## src/design/tv_input_pkg.sv

```systemverilog
// Constants shared by the video input front end of the TV encoder.
// Assumes a 40 MHz system clock ref_clk and asynchronously sampled pixel pins.
package tv_input_pkg;
   // Register byte offsets on the AHB-Lite bus
   localparam logic [7:0]  CTRL_OFS        = 8'h00;
   localparam logic [7:0]  REFCLK_OFS      = 8'h04;
   localparam logic [7:0]  STATUS_OFS      = 8'h08;
   localparam logic [7:0]  WIDTH_OFS       = 8'h0C;
   localparam logic [7:0]  PIXEL_OFS       = 8'h10;
   localparam logic [7:0]  SYNCGEN_OFS     = 8'h14;
   // Control field positions
   localparam int          SYNC_DIR_BIT    = 0;
   localparam int          MASTER_BIT      = 1;
   localparam int          REFCLK_HIZ_BIT  = 2;
   localparam int          MUX_BIT         = 3;
   localparam int          CLK2X_BIT       = 4;
   localparam int          CLK_INV_BIT     = 5;
   localparam int          INTERLACE_BIT   = 6;
   localparam int          SINGLE_CVBS_BIT = 7;
   localparam int          SOFT_RESET_BIT  = 8;
   localparam int          PAL_BIT         = 9;
   localparam logic [31:0] CTRL_RESET      = 32'h0000_0000;
   // Reference clock divider reset value: 40 MHz / (2*4) = 5 MHz
   localparam logic [7:0]  REFDIV_RESET    = 8'h04;
   // Serial port addresses selected by the address strap
   localparam logic [6:0]  ADDR_HIGH       = 7'h75;
   localparam logic [6:0]  ADDR_LOW        = 7'h76;
   // Line timing: 63.5 us line, nominal 64-clock sync width
   localparam int          REF_CLK_MHZ     = 40;
   localparam real         LINE_US         = 63.5;
   localparam int          LINE_CYC        = int'(LINE_US * REF_CLK_MHZ);
   localparam int          HALF_LINE_CYC   = LINE_CYC / 2;
   localparam logic [11:0] HSYNC_W_RESET   = 12'h040;
   localparam logic [11:0] LINES_PER_FIELD = 12'h106;
   localparam logic [11:0] VSYNC_LINES     = 12'h003;
   // Input scaler range limits
   localparam logic [11:0] MIN_WIDTH       = 12'h0DC;
   localparam logic [11:0] MAX_WIDTH       = 12'h2D0;
   localparam logic [11:0] MIN_LINES       = 12'h0B0;
   localparam logic [11:0] MAX_LINES       = 12'h240;
endpackage

```

## src/design/edge_sync.sv

```systemverilog
// Three-stage synchroniser with a stable-change filter and edge outputs.
// Assumes din may change at any time relative to clk.
module edge_sync (
   input  wire logic clk,      // System clock
   input  wire logic rstn,     // Async reset, active low
   input  wire logic din,      // Asynchronous input
   output logic      level,    // Filtered level
   output logic      rise,     // One-cycle pulse on rising change
   output logic      fall      // One-cycle pulse on falling change
);
   typedef struct packed {
      logic s1;
      logic s2;
      logic s3;
      logic lv;
   } state_t;
   state_t q;
   state_t d;

   // Second and third stages must agree before the level moves
   always_comb begin
      d    = q;
      d.s1 = din;
      d.s2 = q.s1;
      d.s3 = q.s2;
      if (q.s2 == q.s3) begin
         d.lv = q.s3;
      end
   end

   always_ff @(posedge clk or negedge rstn) begin
      if (!rstn) begin
         q <= '0;
      end else begin
         q <= d;
      end
   end

   assign level = q.lv;
   assign rise  = d.lv & ~q.lv;
   assign fall  = ~d.lv & q.lv;
endmodule

```

## src/design/tv_video_input.sv

```systemverilog
// Pixel input front end of the TV encoder: capture, sync handling, reference clock.
// Assumes pixel pins arrive asynchronous to ref_clk (pixel clock is sampled, not used
// as a clock) and an AHB-Lite master with single word transfers.
// Contract
// - Sync direction bit low takes H/V as inputs, high drives them out.
// - Source drives data valid; high means active pixels, low blanking.
// - Address strap high gives 75h, otherwise 76h; default low.
// - Reset pin low holds reset; high leaves reset to software control.
// - Single composite mode turns the secondary video output off.
// - Software control places the reference clock output in high impedance.
// - Master mode drives a programmable reference clock, 2.3 to 64 MHz; here 40 MHz / (2*refDiv), at most 20 MHz.
// - Slave mode outputs no reference clock.
// - Sync comes from pins, embedded codes, or is driven by the device; embedded codes are not decoded here.
// - Data unitary or 2X multiplexed; clock 1X or 2X pixel rate.
// - Non-interlaced input is scaled; widths 220 to 720, lines 176 to 576.
// - Interlaced input bypasses scaling; 480i NTSC and 576i PAL.
// - Driven field 1 vsync aligns hsync; field 2 delayed half a line.
// - Line 63.5 us; hsync width at least one, typically 64 clocks.
// - Hsync, vsync, data valid and pixel bus captured on pixel clock; here hsync and vsync are sampled on ref_clk instead.
// - Field identity derived from incoming vsync to hsync alignment.
// - Multiplexed 1X clock latches both edges; otherwise one edge.
// - Software setting inverts capture clock polarity.
//
// Chosen here: the register addresses and the AHB-Lite register port.
module tv_video_input (
   input  wire logic        ref_clk,       // System clock, 40 MHz
   input  wire logic        rstn,          // Async reset, active low
   input  wire logic        resetPinN,     // Device reset pin, active low
   input  wire logic        busAddressSelect, // Serial address strap
   output logic [6:0]       serialAddress, // Selected 7-bit serial address
   input  wire logic        hsel,          // AHB-Lite select
   input  wire logic [31:0] haddr,         // AHB-Lite address
   input  wire logic [1:0]  htrans,        // AHB-Lite transfer type
   input  wire logic        hwrite,        // AHB-Lite write
   input  wire logic [2:0]  hsize,         // AHB-Lite size
   input  wire logic [31:0] hwdata,        // AHB-Lite write data
   input  wire logic        hready,        // AHB-Lite bus ready
   output logic [31:0]      hrdata,        // AHB-Lite read data
   output logic             hreadyout,     // AHB-Lite slave ready
   output logic             hresp,         // AHB-Lite response, always OKAY
   input  wire logic        pixelInputClock, // Pixel clock pin, sampled
   input  wire logic [23:0] pixelData,     // Pixel bus
   input  wire logic        dataValidStrobe, // Active-video strobe
   input  wire logic        hsyncIn,       // H sync pin input
   output logic             hsyncOut,      // H sync pin output
   output logic             hsyncOe,       // H sync pin drive enable
   input  wire logic        vsyncIn,       // V sync pin input
   output logic             vsyncOut,      // V sync pin output
   output logic             vsyncOe,       // V sync pin drive enable
   output logic             refClockOut,   // Reference clock to controller
   output logic             refClockOe,    // Reference clock drive enable
   output logic             secondaryVideoEn, // Secondary DAC enable
   output logic [23:0]      capturedPixel, // Last captured active pixel
   output logic             pixelValid,    // Pulse per captured pixel word
   output logic             bypassScaler,  // Scaler bypassed: interlaced or size out of range
   output logic             fieldTwo,      // Current field is field 2
   output logic             coreResetN     // Core reset, active low
);
   typedef struct packed {
      logic [31:0] ctrl;
      logic [7:0]  refDiv;
      logic [11:0] hsyncW;
      logic [7:0]  divCnt;
      logic        refClk;
      logic        aPend;
      logic        aWrite;
      logic [7:0]  aAddr;
      logic [23:0] pixel;
      logic        pixValid;
      logic [11:0] pixCnt;
      logic [11:0] lineWidth;
      logic [11:0] lineCnt;
      logic [11:0] lineTotal;
      logic        field2;
      logic [11:0] hsSinceCnt;
      logic [12:0] genCnt;
      logic [11:0] genLine;
      logic        genField2;
      logic        dvPrev;
   } state_t;
   state_t q;
   state_t d;

   logic clkLv, clkRise, clkFall;
   logic hsLv, hsRise, hsFall;
   logic vsLv, vsRise, vsFall;
   logic dvLv;
   logic [23:0] pixSync1, pixSync2;
   logic captureEdge;
   logic rangeOk;

   // Pixel clock and sync pins are sampled, not used as clocks
   edge_sync u_clk (.clk(ref_clk), .rstn(rstn), .din(pixelInputClock),
                    .level(clkLv), .rise(clkRise), .fall(clkFall));
   edge_sync u_hs  (.clk(ref_clk), .rstn(rstn), .din(hsyncIn),
                    .level(hsLv), .rise(hsRise), .fall(hsFall));
   edge_sync u_vs  (.clk(ref_clk), .rstn(rstn), .din(vsyncIn),
                    .level(vsLv), .rise(vsRise), .fall(vsFall));
   edge_sync u_dv  (.clk(ref_clk), .rstn(rstn), .din(dataValidStrobe),
                    .level(dvLv), .rise(), .fall());

   // Bus is two stages behind the pins, so it settles before the clock edge is seen
   always_ff @(posedge ref_clk or negedge rstn) begin
      if (!rstn) begin
         pixSync1 <= 24'h00_0000;
         pixSync2 <= 24'h00_0000;
      end else begin
         pixSync1 <= pixelData;
         pixSync2 <= pixSync1;
      end
   end

   function automatic logic [31:0] word_read(input state_t s, input logic [7:0] a,
                                             input logic hs, input logic vs);
      case (a)
         tv_input_pkg::CTRL_OFS:    word_read = s.ctrl;
         tv_input_pkg::REFCLK_OFS:  word_read = {24'h00_0000, s.refDiv};
         tv_input_pkg::STATUS_OFS:  word_read = {26'h000_0000, vs, hs, s.field2,
                                                 s.genField2, s.dvPrev, 1'b0};
         tv_input_pkg::WIDTH_OFS:   word_read = {4'h0, s.lineTotal, 4'h0, s.lineWidth};
         tv_input_pkg::PIXEL_OFS:   word_read = {8'h00, s.pixel};
         tv_input_pkg::SYNCGEN_OFS: word_read = {20'h0_0000, s.hsyncW};
         default:                   word_read = 32'h0000_0000;
      endcase
   endfunction

   // Mux at 1X uses both edges; otherwise one edge, chosen by polarity
   always_comb begin
      if (q.ctrl[tv_input_pkg::MUX_BIT] && !q.ctrl[tv_input_pkg::CLK2X_BIT]) begin
         captureEdge = clkRise | clkFall;
      end else if (q.ctrl[tv_input_pkg::CLK_INV_BIT]) begin
         captureEdge = clkFall;
      end else begin
         captureEdge = clkRise;
      end
   end

   assign rangeOk = (q.lineWidth >= tv_input_pkg::MIN_WIDTH) &&
                    (q.lineWidth <= tv_input_pkg::MAX_WIDTH) &&
                    (q.lineTotal >= tv_input_pkg::MIN_LINES) &&
                    (q.lineTotal <= tv_input_pkg::MAX_LINES);

   // Next-state logic: bus slave, capture, field detect, sync and clock generators
   always_comb begin
      d          = q;
      d.pixValid = 1'b0;
      d.dvPrev   = dvLv;
      // AHB-Lite: address phase captured, data phase completes with zero wait states
      if (q.aPend && q.aWrite) begin
         case (q.aAddr)
            tv_input_pkg::CTRL_OFS:    d.ctrl   = hwdata;
            tv_input_pkg::REFCLK_OFS:  d.refDiv = hwdata[7:0];
            tv_input_pkg::SYNCGEN_OFS: d.hsyncW = (hwdata[11:0] == 12'h000) ?
                                                  12'h001 : hwdata[11:0];
            default: ;
         endcase
      end
      d.aPend  = hsel && hready && htrans[1];
      d.aWrite = hwrite;
      d.aAddr  = haddr[7:0];
      // Only strobe-high samples are kept and counted
      if (captureEdge && dvLv) begin
         d.pixel    = pixSync2;
         d.pixValid = 1'b1;
         d.pixCnt   = q.pixCnt + 12'h001;
      end
      if (q.dvPrev && !dvLv) begin
         d.lineWidth = q.pixCnt;
         d.pixCnt    = 12'h000;
         d.lineCnt   = q.lineCnt + 12'h001;
      end
      // Count time since hsync leading edge; vsync arrival time decides the field
      if (hsRise) begin
         d.hsSinceCnt = 12'h000;
      end else if (q.hsSinceCnt != 12'hFFF) begin
         d.hsSinceCnt = q.hsSinceCnt + 12'h001;
      end
      if (vsRise) begin
         d.field2    = (q.hsSinceCnt > q.hsyncW) && !hsRise;
         d.lineTotal = q.lineCnt;
         d.lineCnt   = 12'h000;
      end
      // Sync generator on the system clock, one 63.5 us line per wrap
      if (q.genCnt == 13'(tv_input_pkg::LINE_CYC - 1)) begin
         d.genCnt = 13'h0000;
         if (q.genLine == tv_input_pkg::LINES_PER_FIELD - 12'h001) begin
            d.genLine   = 12'h000;
            d.genField2 = ~q.genField2;
         end else begin
            d.genLine = q.genLine + 12'h001;
         end
      end else begin
         d.genCnt = q.genCnt + 13'h0001;
      end
      // Reference clock divider; half period refDiv cycles
      if (q.divCnt >= q.refDiv - 8'h01 || q.refDiv == 8'h00) begin
         d.divCnt = 8'h00;
         d.refClk = ~q.refClk;
      end else begin
         d.divCnt = q.divCnt + 8'h01;
      end
   end

   always_ff @(posedge ref_clk or negedge rstn) begin
      if (!rstn) begin
         q        <= '0;
         q.ctrl   <= tv_input_pkg::CTRL_RESET;
         q.refDiv <= tv_input_pkg::REFDIV_RESET;
         q.hsyncW <= tv_input_pkg::HSYNC_W_RESET;
      end else begin
         q <= d;
      end
   end

   // Bus answers, zero wait states
   assign hreadyout = 1'b1;
   assign hresp     = 1'b0;
   assign hrdata    = word_read(q, q.aAddr, hsLv, vsLv);

   // Strap chooses the serial address
   assign serialAddress = busAddressSelect ? tv_input_pkg::ADDR_HIGH
                                           : tv_input_pkg::ADDR_LOW;
   // Pin reset dominates; soft reset bit only matters when the pin is high
   assign coreResetN = resetPinN && !q.ctrl[tv_input_pkg::SOFT_RESET_BIT];

   // Sync pins driven only when direction bit is set
   assign hsyncOe  = q.ctrl[tv_input_pkg::SYNC_DIR_BIT];
   assign vsyncOe  = q.ctrl[tv_input_pkg::SYNC_DIR_BIT];
   assign hsyncOut = hsyncOe && (q.genCnt < 13'(q.hsyncW));
   // Field 2 vsync starts half a line later than hsync
   assign vsyncOut = vsyncOe && (q.genLine < tv_input_pkg::VSYNC_LINES) &&
                     (!q.genField2 || q.genCnt >= 13'(tv_input_pkg::HALF_LINE_CYC));

   // Reference clock: master mode and not tri-stated
   assign refClockOe  = q.ctrl[tv_input_pkg::MASTER_BIT] &&
                        !q.ctrl[tv_input_pkg::REFCLK_HIZ_BIT];
   assign refClockOut = refClockOe && q.refClk;
   // Secondary DAC off in single composite mode
   assign secondaryVideoEn = !q.ctrl[tv_input_pkg::SINGLE_CVBS_BIT];
   // Interlaced input skips the scaler; non-interlaced needs a legal size
   assign bypassScaler  = q.ctrl[tv_input_pkg::INTERLACE_BIT] || !rangeOk;
   assign capturedPixel = q.pixel;
   assign pixelValid    = q.pixValid;
   assign fieldTwo      = q.field2;

   a_sync_drive: assert property (@(posedge ref_clk) disable iff (!rstn)
      !q.ctrl[tv_input_pkg::SYNC_DIR_BIT] |-> !hsyncOe && !vsyncOe)
      else $error("sync pins driven in input mode");
   a_blank_ignored: assert property (@(posedge ref_clk) disable iff (!rstn)
      !dvLv |=> !pixelValid)
      else $error("pixel captured during blanking");
   a_addr_select: assert property (@(posedge ref_clk) disable iff (!rstn)
      serialAddress == (busAddressSelect ? 7'h75 : 7'h76))
      else $error("wrong serial address");
   a_pin_reset: assert property (@(posedge ref_clk) disable iff (!rstn)
      !resetPinN |-> !coreResetN)
      else $error("core left reset while pin low");
   a_single_cvbs: assert property (@(posedge ref_clk) disable iff (!rstn)
      q.ctrl[tv_input_pkg::SINGLE_CVBS_BIT] |-> !secondaryVideoEn)
      else $error("secondary output on in single mode");
   a_refclk_off: assert property (@(posedge ref_clk) disable iff (!rstn)
      (!q.ctrl[tv_input_pkg::MASTER_BIT] || q.ctrl[tv_input_pkg::REFCLK_HIZ_BIT])
      |-> !refClockOe && !refClockOut)
      else $error("reference clock out in slave or hi-z");
   a_refclk_toggle: assert property (@(posedge ref_clk) disable iff (!rstn)
      refClockOe && q.refDiv == 8'h01 |=> refClockOe == 1'b0 || refClockOut != $past(refClockOut))
      else $error("reference clock divider stalled");
   a_field1_align: assert property (@(posedge ref_clk) disable iff (!rstn)
      vsyncOe && $rose(vsyncOut) && !q.genField2 |-> hsyncOut)
      else $error("field 1 vsync not aligned to hsync");
   a_bypass_ilace: assert property (@(posedge ref_clk) disable iff (!rstn)
      q.ctrl[tv_input_pkg::INTERLACE_BIT] |-> bypassScaler)
      else $error("interlaced input went through scaler");
   a_ddr_capture: assert property (@(posedge ref_clk) disable iff (!rstn)
      q.ctrl[tv_input_pkg::MUX_BIT] && !q.ctrl[tv_input_pkg::CLK2X_BIT] && clkFall && dvLv
      |=> pixelValid)
      else $error("falling edge missed in dual edge mode");
endmodule

```

## config.mk

```make
export PLATFORM = sky130hd
export DESIGN_NAME = tv_video_input
export DESIGN_NICKNAME = d
export VERILOG_FILES = /design/src/design/tv_input_pkg.sv /design/src/design/edge_sync.sv /design/src/design/tv_video_input.sv
export SDC_FILE = /design/constraint.sdc
export NUM_CORES = 1
export LEC_CHECK = 0
export ABC_AREA = 0
export BUFFER_PORTS_ARGS = -buffer_cell sky130_fd_sc_hd__buf_2
export CAP_MARGIN = 15
export CORE_UTILIZATION = 40
export DETAILED_ROUTE_END_ITERATION = 8
export PLACE_DENSITY = 0.66
export REMOVE_ABC_BUFFERS = 1
export SETUP_SLACK_MARGIN = 0.02
export SLEW_MARGIN = 5
export SYNTH_ARGS = -nofsm -noshare
export SYNTH_HDL_FRONTEND = slang
export SYNTH_SLANG_ARGS = --single-unit
```

## constraint.sdc

```tcl
create_clock -name ref_clk -period 2.55 [get_ports ref_clk]
set_input_delay 0.51 -clock ref_clk [delete_from_list [all_inputs] [get_ports ref_clk]]
set_output_delay 0.51 -clock ref_clk [all_outputs]
set_load 0.02 [all_outputs]
```

* After elaboration in Yosys (flattened, before gate mapping)
Cells that the tools add are included.
** Word-level totals
- Bits in registers :: 248
- Input bits :: 104
- Output and inout bits :: 76
- Word-level logic and storage cells :: 130
** Operators by class
- $add $sub $neg :: 7
- Order comparisons :: 9
- Equal/unequal tests :: 12
- Muxes and demuxes :: 16
- Bitwise gates (word level) :: 11
- Reductions and logical operators :: 37
** Operators by type and width (number)
- case mux 32 bit (6 select lines) :: 1
- adder 12 x 1 -> 12 bit, second input constant :: 4
- two-way mux 12 bit :: 4
- two-way mux 36 bit :: 1
- two-way mux 13 bit :: 2
- two-way mux 25 bit :: 1
- greater-or-equal comparator 12 x 8 -> 1 bit, second input constant :: 2
- less-or-equal comparator 12 x 10 -> 1 bit, second input constant :: 2
- == test 8 x 4 -> 1 bit, second input constant :: 2
- == test 8 x 5 -> 1 bit, second input constant :: 2
- logical AND 1 bit :: 16
- zero test 8 bit :: 2
- adder 13 x 1 -> 13 bit, second input constant :: 1
- == test 13 x 12 -> 1 bit, second input constant :: 1
- greater-or-equal comparator 13 x 11 -> 1 bit, second input constant :: 1
- < comparator 13 x 12 -> 1 bit :: 1
- == test 12 x 9 -> 1 bit, second input constant :: 1
- > comparator 12 bit :: 1
- zero test 12 bit :: 1
- < comparator 12 x 2 -> 1 bit, second input constant :: 1
- inequality test 12 bit, second input constant :: 1
- adder 8 x 1 -> 8 bit, second input constant :: 1
- == test 8 x 3 -> 1 bit, second input constant :: 1
- greater-or-equal comparator 8 bit :: 1
- 12 further kinds :: 41

* Depth between registers and ports, before layout
Gate-level depths: netlist of the first run.
- Depth in word-level cells :: 10
- Gate-level depth with buffers :: 11
- Mapped depth without buffers :: 9

* Hierarchy
Synthesis of the first run repeated with hierarchy kept, for this count alone.
** Unflattened totals
- Cell total of the unflattened synthesis :: 1018
- Area total of the unflattened synthesis :: 11174.5 um2
** Modules (own cells, without submodules)
- tv_video_input :: times used 1, cells an instance 990, area an instance 10659.0 um2, seq. area each 5808.1 um2
- edge_sync :: times used 4, cells an instance 7, area an instance 128.9 um2, seq. area each 100.1 um2

* Least setup slack after synthesis of the first run
Ideal clock, no wire load.
- Path kind :: register -> output
- Start :: reg q[116] (netlist name)
- End :: out hrdata[10]
- Data arrival time :: 1957 ps
- Slack :: 83 ps
- Stages on the path, launching flop included :: 5
- Path buffers :: 1
- Cells stage by stage :: dfrtp_1 -> nor4b_2 -> clkbuf_1 -> a22oi_1 -> o21ai_0
** On the way
- Longest elaborated chain between the ends :: 2
** RTL lines
- start, declared :: RTL line tv_video_input.sv:81 : state_t q;
- == test 8 x 5 -> 1 bit, or another cell as far along :: RTL line tv_video_input.sv:115 : case (a)
- case mux 32 bit (6 select lines) * :: RTL line tv_video_input.sv:115
- end, declared :: RTL line tv_video_input.sv:38 : output logic [31:0] hrdata,
Mark *: on every way between the ends. The rest lies on a longest branch, timed or not.

* Final worst setup path of the first run
- Start :: reg q[120] (netlist name)
- End :: out hrdata[14]
The elaborated chain is that of the path after synthesis.

==> results_dict.tcl, run 1 <==
set metrics [dict create \
    whs_endpoint "pixSync1[18]" \
    layout_common_cells "237 x dfrtp_1, 113 x buf_2, 64 x nand2_1, 64 x mux2_2, 53 x buf_4" \
    synth_area_leaders "dfrtp_1 54%, mux2_2 6.4%, ha_1 4.8%" \
    grtUsageTotal 0.189 \
    worst_clock_skew_ps 7.76 \
    design_area_um2 14100 \
    r2r_cells 10 \
    power_density_nw_per_um2 747 \
    cts.clk_slew.worst_paths_ps 60 \
    setup_viol 30 \
    path_class "reg -> out" \
    cts_made_buffers 28 \
    post-route-min-period_ps 2730 \
    syn_avg_cell_area_um2 11.7 \
    min_period_over_period 1.07 \
    io_pins 180 \
    synth.top_cell.area_share 0.544 \
    place.gp.congestion 0.878 \
    drt-total-wl_um 27200 \
    htreeDepth 1 \
    grt_max_degree 68 \
    antenna_left 0 \
    dp_hpwl_um 19100 \
    grt-ovfl-total 0 \
    clock-sinks 248 \
    hold_viol 0 \
    final_common_cell "dfrtp_1" \
    die-area_um2 29000 \
    vias 8009 \
    netlist_instances 964 \
    core-area_um2 27800 \
    relSlewSlack 0.511 \
    setup_ws_ps -177 \
    root_buffer "clkbuf_16" \
    start_kind "flop" \
    synth_top_area_cell "dfrtp_1" \
    num_rows 61 \
    startpoint "q[120]" \
    initial_utilization 0.407 \
    max_freq_mhz 367 \
    path_max_fanout 6 \
    r2r_end "q[123]" \
    fin_setup_tns_ps -3600 \
    cap_viol_max_count 0 \
    holdPathStages 1 \
    drive_gt1_frac 0.333 \
    violations "negative setup slack" \
    io_buffers 144 \
    yosysWarnings 0 \
    clk_latency_ps 540 \
    place_ws_ps 13.1 \
    yosysSeqAreaShare 0.548 \
    drc 0 \
    vdd_drop_max_uv 556 \
    outcome "finished with violations" \
    antenna_found_initial 3 \
    wl_per_cell_um 17.7 \
    r2r_slack_ps 170 \
    grt_pass1_vias 7875 \
    area_growth_syn_to_layout_pct 24.9 \
    die_width_um 170 \
    synth-seq-cells 248 \
    leakage_nw 6.69 \
    async_reset_ff_frac 1.00 \
    rsz0062_at_grt "true" \
    ys_types 66 \
    syn_area_um2 11300 \
    grt_pass1_wl_um 42700 \
    synth_edf_count 0 \
    cts_tree "done" \
    placedInstanceArea_um2 12400 \
    hold_class "in -> reg" \
    drt_iter0_markers 488 \
    worstMarginPinSlew_ps 731 \
    hold_path_startpoint "pixelData[18]" \
    timing.rr.start "q[149]" \
    endpoint_kind "output pin" \
    die_h_um 170 \
    final_nets 1285 \
    crit_arrival_ps 2220 \
    dr.pass1.iters 6 \
    hold_ws_ps 75.2 \
    routed_via_density 5.21 \
    slew_violations 0 \
    synth_ff_type "dfrtp_1" \
    cts_max_path_buffers 3 \
    critical_path_required_ps 2040 \
]
-- final cells by class --
cell class / count / area [µm²]
fill: 2483 / 13600
sequential: 248 / 6220
multi-input combinational: 613 / 4790
timing repair buffer: 206 / 1490
clock buffer: 37 / 816
tap: 378 / 473
clock inverter: 12 / 195
inverter: 41 / 154
antenna: 3 / 7.51
-- sequential cells by signal, summed over array words and instances (netlist names) --
name / flops
pixelValid: 1
u_hs.d: 2
u_vs.d: 2
q: 157
fieldTwo: 1
u_dv.q: 1
pixSync2: 24
u_dv.d: 2
u_clk.d: 2
u_vs.q: 1
u_clk.level: 1
pixSync1: 24
capturedPixel: 24
u_hs.level: 1
u_hs.q: 1
hsyncOe: 1
u_dv.level: 1
u_clk.q: 1
u_vs.level: 1
-- logic make-up after synthesis --
logic type | share of synthesized area
simple gates | 0.129
flops | 0.548
compound gates | 0.0920
buf+inv | 0.0518
mux | 0.0989
fa+ha+maj | 0.0493
xor+xnor | 0.0302
other cells | 0.000663
-- per-layer routing --
layer	vias to the layer above	global-route usage	wire length [µm]
li1	3792	-	-
met1	3976	0.258	12400
met2	190	0.303	12800
met3	51	0.0295	1200
met4	0	0.0689	883
met5	-	0	0
-- repair_timing --
action | CTS | global route
endpoints found under the hold margin | 61 | 0
endpoints found under the setup margin | 32 | 40
buffers inserted | 20 | 8
cloned | 2 | 1
pin swaps | 15 | 12
hold buffers | 1 | 0
gates resized for setup | 107 | 36
-- per-stage QoR --
step            util  total power [mW]  instances
6_report       0.509              10.6       1538
5_1_grt        0.509              11.0       1537
4_1_cts        0.502              10.6       1526
3_5_place_dp   0.448              6.19       1456
3_3_place_gp   0.448              6.13       1456
2_1_floorplan      -              5.55        902
-- critical path: stages (launching register included) --
cell and delay, ps:
dfrtp_1 420, or4b_4 580, nor2_4 210, buf_8 160
a22o_1 180, buf_6 130
-- synth_stat cells (3+ instances only) --
library cell / number
dfrtp_1: 246
nand2_1: 70
mux2_2: 64
nor2_1: 49
ha_1: 43
inv_1: 41
buf_4: 36
o21ai_0: 33
mux2_1: 31
nand3_1: 29
a21oi_1: 28
clkbuf_1: 23
xnor2_1: 23
a22oi_1: 20
nand4_1: 20
and3_1: 18
xor2_1: 16
a22o_1: 12
nor3_1: 11
or3_1: 11
a222oi_1: 8
and4_1: 8
nor4_1: 8
o211ai_1: 8
o31ai_1: 8
or4_1: 8
nand2b_1: 7
nor2b_1: 7
a31oi_1: 5
mux2i_1: 5
and2_1: 4
buf_2: 4
nand3b_1: 4
nor4b_1: 4
a2111oi_0: 3
a21o_1: 3
a221o_1: 3
buf_8: 3
nor3b_1: 3
-- where the power goes --
| part | switching, mW | total (mW) | internal (mW) |
|---|---|---|---|
| combinational | 0.797 | 1.47 | 0.674 |
| sequential | 0.415 | 4.75 | 4.33 |
| clock | 1.60 | 4.35 | 2.74 |
-- worst max path at each step --
stage	slack (ps)	depth (start not counted)	to
2_1_floorplan	-950	6	capturedPixel[0]
3_3_place_gp	30	5	hrdata[11]
3_5_place_dp	10	9	q[123]
4_1_cts	-200	5	bypassScaler
5_1_grt	-250	5	hrdata[14]
6_report	-180	5	hrdata[14]
No activity file was read; power rests on OpenSTA's default activity.
==> run 2, diff against run 1 <==
CORE_ASPECT_RATIO = 0.9   (was default)
PLACE_DENSITY = default   (was 0.66)
==> run 2 against run 1 <==
Compared with the run above: the run ends with design-rule violations, negative setup slack left; largest cell class unchanged; sequential power is essentially flat; final area is 0.65% lower; global-route usage up 0.23 points; maximum frequency shrank 2.9%; clock power fell by 8.7%; non-clock buffer count grew 1; critical endpoint is now hrdata[5]; die area about the same.
==> results_dict.tcl, run 2 (same netlist as run 1, synthesis figures left out) <==
set metrics [dict create \
    grt_pass1_wl_um 43500 \
    num_rows 58 \
    power_density_nw_per_um2 728 \
    wl_per_cell_um 18.1 \
    initial_utilization 0.406 \
    antenna_found_initial 0 \
    routed_via_density 5.35 \
    outcome "finished with violations" \
    drive_gt1_frac 0.324 \
    largest_register_ffs 157 \
    critPathMaxStageDelay_ps 530 \
    setup_viol 30 \
    final_nets 1286 \
    endpoint_kind "output pin" \
    io_buffers 144 \
    worst_clock_skew_ps 8.69 \
    wl_met1_um 12900 \
    route.met2.wl_um 12700 \
    vias 8138 \
    setup_ws_ps -259 \
    die_width_um 179 \
    htreeDepth 1 \
    crit_path_cell_trace "buf_6 -> or4b_4 -> buf_12 -> o211ai_1 -> buf_4" \
    crit_buf_inv 3 \
    die-area_um2 29000 \
    cap_viol_max_count 0 \
    grtUsageTotal 0.191 \
    top_layer_used "met4" \
    grt_pass1_vias 7802 \
    hold_viol 0 \
    cts_made_buffers 28 \
    hold_ws_ps 72.3 \
    clk_latency_ps 540 \
    place_ws_ps 45.4 \
    dr.pass1.iters 7 \
    cts_tree "done" \
    drc 32 \
    vdd_drop_max_uv 471 \
    core-area_um2 27900 \
    die_h_um 162 \
    path_class "reg -> out" \
    crit_family "simple AND/OR/NAND/NOR gates" \
    area_growth_syn_to_layout_pct 24.1 \
    rsz0062_at_grt "true" \
    antenna_left 0 \
    fillCellCount 2502 \
    min_period_over_period 1.10 \
    cts.clk_slew.worst_paths_ps 60 \
    start_kind "flop" \
    finalNonFillerCells 1522 \
    grt_max_degree 75 \
    final_common_cell "dfrtp_1" \
    violations "design-rule violations, negative setup slack" \
    leakage_nw 6.66 \
    cts_max_path_buffers 3 \
    layout_common_cells "237 x dfrtp_1, 112 x buf_2, 69 x nand2_1, 64 x mux2_2, 50 x buf_4" \
    grt-ovfl-total 0 \
    post-route-min-period_ps 2810 \
    placedInstanceArea_um2 12400 \
    dp.cells 1439 \
    critical_path_required_ps 2040 \
    crit_arrival_ps 2300 \
    power_mw 10.2 \
    relSlewSlack 0.519 \
    clock-sinks 248 \
    max_freq_mhz 356 \
    hold_class "in -> reg" \
    critPathSlowestCell "or4b_4" \
    place.gp.congestion 0.828 \
    io_pins 180 \
    path_max_fanout 9 \
    drt-total-wl_um 27600 \
    dp_hpwl_um 19100 \
    worstMarginPinSlew_ps 721 \
    drt_iter0_markers 467 \
    design_area_um2 14100 \
    regMostFlops "q" \
    slew_violations 0 \
    met3_length_um 1320 \
    root_buffer "clkbuf_16" \
]
-- run 2: cell count changes in the layout (fill, tap and decap cells not counted), sizes merged --
| cell | change |
|---|---|
| buf | +1 |
| bufinv | -3 |
| clkinv | +5 |
| diode | -2 |
| clkinvlp | +2 |
| inv | -1 |
-- run 2: timing repair --
item | CTS | global route
resized for setup | 67 | 68
hold buffers | 1 | 0
pin swaps | 15 | 15
endpoints found under the hold margin | 67 | 0
cloned | 0 | 2
setup endpoints to repair | 32 | 66
buffers inserted | 16 | 12
-- run 2: cell type report --
| cell class | count | area (µm²) | area share |
|---|---|---|---|
| Tap cell | 360 | 450 | 0.0321 |
| Sequential cell | 248 | 6220 | 0.443 |
| Antenna cell | 1 | 2.50 | 0.000178 |
| Multi-Input combinational cell | 613 | 4770 | 0.340 |
| Inverter | 41 | 154 | 0.0110 |
| Clock inverter | 15 | 144 | 0.0102 |
| Clock buffer | 37 | 774 | 0.0551 |
| Timing Repair Buffer | 207 | 1540 | 0.109 |
-- run 2: routing by layer --
| layer | GRT usage | vias to the layer above |
|---|---|---|
| li1 | - | 3796 |
| met1 | 0.287 | 4112 |
| met2 | 0.288 | 191 |
| met3 | 0.0264 | 39 |
| met4 | 0.0493 | 0 |
| met5 | 0 | - |
-- run 2: path summary, 6_finish.rpt --
check,start,cells after the start,slack (ps),to
worst max-delay path,q[119],5,-260,hrdata[5]
worst min-delay path,pixelData[0],1,70,pixSync1[0]
worst max register to register,q[147],9,140,q[123]
worst min register to register,pixSync1[15],0,340,pixSync2[15]
max in group asynchronous,rstn,3,1250,capturedPixel[6]
min in group asynchronous,rstn,2,540,pixSync2[22]
-- run 2: power by group --
part	internal, mW	total (mW)	switching, mW
Combinational	0.690	1.50	0.810
Clock	2.34	3.97	1.63
Sequential	4.33	4.76	0.424
-- run 2: through the flow --
| stage | TNS, ps | utilization |
|---|---|---|
| finish | -4800 | 0.504 |
| global route | -6770 | 0.504 |
| CTS | -5910 | 0.492 |
| detailed placement | 0 | 0.447 |
| global placement | 0 | 0.447 |
| floorplan | -52360 | - |
==> run 3, diff against run 2 <==
SETUP_SLACK_MARGIN = 0.5   (was 0.02)
==> run 3 against run 2 <==
Compared with the run above: the flow still finishes with violations (design-rule violations, negative setup slack); combinational power is 28% higher; clock power barely moved; register-to-register slack hardly changed; final cell count up 3.2%; clock-buffer cell count unchanged; highest routed layer unchanged.
==> results_dict.tcl, run 3 (same netlist as run 1, synthesis figures left out) <==
set metrics [dict create \
    die-area_um2 29000 \
    vdd_drop_max_uv 481 \
    hold_path_startpoint "pixelData[0]" \
    num_rows 58 \
    place.gp.congestion 0.828 \
    grt_pass1_wl_um 46500 \
    cts_max_path_buffers 3 \
    io_pins 180 \
    die_h_um 162 \
    r2r_end "q[180]" \
    drive_gt1_frac 0.417 \
    cap_viol_max_count 0 \
    drt_iter0_markers 533 \
    worst_clock_skew_ps 11.8 \
    combPwrFrac 0.180 \
    p_clk_frac 0.373 \
    setup_ws_ps -264 \
    grt-ovfl-total 0 \
    cts.clk_slew.worst_paths_ps 60 \
    area_growth_syn_to_layout_pct 35.7 \
    grtUsageTotal 0.206 \
    final_common_cell "dfrtp_1" \
    path_class "reg -> out" \
    fillCellCount 2368 \
    clock-sinks 248 \
    post-route-min-period_ps 2810 \
    leakage_nw 7.21 \
    cts_tree "done" \
    initial_utilization 0.406 \
    p_sw_mw 3.04 \
    r2r_slack_ps 150 \
    largest_register_ffs 157 \
    setup_viol 30 \
    wl_per_cell_um 19.4 \
    clk_latency_ps 550 \
    wl_met1_um 14100 \
    hold_class "in -> reg" \
    outcome "finished with violations" \
    vias 8490 \
    relSlewSlack 0.497 \
    io_buffers 144 \
    antenna_left 0 \
    core-area_um2 27900 \
    crit_arrival_ps 2300 \
    slew_violations 0 \
    power_density_nw_per_um2 696 \
    grt_max_degree 75 \
    final_nets 1335 \
    violations "design-rule violations, negative setup slack" \
    grt_pass1_vias 8156 \
    antenna_found_initial 0 \
    dp.cells 1439 \
    top_layer_used "met4" \
    placedInstanceArea_um2 12400 \
    r2r_cells 10 \
    path_max_fanout 9 \
    dr.pass1.iters 7 \
    drc 32 \
    worstMarginPinSlew_ps 755 \
    design_area_um2 15400 \
    drt-total-wl_um 30400 \
    start_kind "flop" \
    regMostFlops "q" \
    switching_share 0.284 \
    max_freq_mhz 355 \
    finalNonFillerCells 1571 \
    layout_common_cells "236 x dfrtp_1, 109 x buf_2, 66 x nand2_1, 59 x mux2_4, 59 x buf_4" \
    root_buffer "clkbuf_16" \
    critical_path_required_ps 2040 \
    power.internal_mw 7.65 \
    htreeDepth 1 \
    timing.rr.start "q[118]" \
    whs_endpoint "pixSync1[0]" \
    route.met2.wl_um 14000 \
    cts_made_buffers 28 \
    rsz0062_at_grt "true" \
    dp_hpwl_um 19100 \
    die_width_um 179 \
    hold_viol 0 \
    min_period_over_period 1.10 \
    holdPathStages 1 \
    p_seq_frac 0.447 \
    endpoint_kind "output pin" \
    routed_via_density 5.40 \
    met3_length_um 1580 \
]
run 3: changes by cell type in the layout (fill, tap and decap cells not counted), moves of 7 or more:
cell     previous run  this run
mux2_1             31         0
mux2_4              0        59
buf_16              0         8
mux2_2             64        36
nor2_1             47        39
buf_4              50        59
o21ai_0            28        19
buf_6              32        51
buf_12             10        17
run 3: layout make-up:
class | instances | area [µm²] | area share
Antenna cell | 1 | 2.50 | 0.000163
Multi-Input combinational cell | 613 | 5270 | 0.343
Timing Repair Buffer | 256 | 2350 | 0.153
Tap cell | 360 | 450 | 0.0293
Sequential cell | 248 | 6220 | 0.405
Inverter | 41 | 154 | 0.0100
Clock inverter | 15 | 144 | 0.00936
Clock buffer | 37 | 774 | 0.0504
run 3: through the flow:
stage | total power, mW | setup WS, ps | hold slack, ps | utilization | setup TNS (ps)
after CTS | 10.6 | -276 | 49.9 | 0.523 | -5920
after floorplan | 5.55 | -947 | 214 | - | -52360
final | 10.7 | -264 | 66.5 | 0.551 | -5060
after detailed placement | 6.20 | 45.4 | 335 | 0.447 | 0
after global routing | 11.2 | -297 | 46.5 | 0.551 | -6830
after global placement | 6.15 | 132 | 331 | 0.447 | 0
run 3: worst max-delay path by stage:
| stage | startpoint | end | slack [ps] |
|---|---|---|---|
| 2_1_floorplan | u_clk.q[1] | capturedPixel[0] | -950 |
| 3_3_place_gp | q[147] | q[123] | 130 |
| 3_5_place_dp | q[147] | q[123] | 50 |
| 4_1_cts | q[119] | hrdata[5] | -280 |
| 5_1_grt | q[118] | hrdata[6] | -300 |
| 6_report | q[119] | hrdata[5] | -260 |
run 3: what timing repair did:
action / CTS / global route
pin swaps: 45 / 34
endpoints found under the setup margin: 114 / 123
hold buffers: 1 / 0
hold endpoints to repair: 67 / 0
buffers inserted: 37 / 27
cloned: 9 / 5
resized for setup: 191 / 118
run 3: power groups by stage:
stage / Sequential (mW) / Clock (mW) / Combinational (mW)
finish: 4.77 / 3.99 / 1.92
global route: 4.83 / 4.24 / 2.09
CTS: 4.76 / 4.08 / 1.74
detailed placement: 4.82 / 0 / 1.38
global placement: 4.81 / 0 / 1.34
floorplan: 4.85 / 0 / 0.696
run 3: worst max-delay path: stages (launching register included):
cell and delay [ps]:
dfrtp_1 390, buf_6 120, or4b_4 530, buf_12 180, o211ai_1 330, buf_4 210
run 3: layer usage:
metal / track usage / vias up
met1: 0.310 / 4309
met2: 0.309 / 226
met4: 0.0523 / 0
met5: 0 / -
met3: 0.0282 / 42
li1: - / 3913
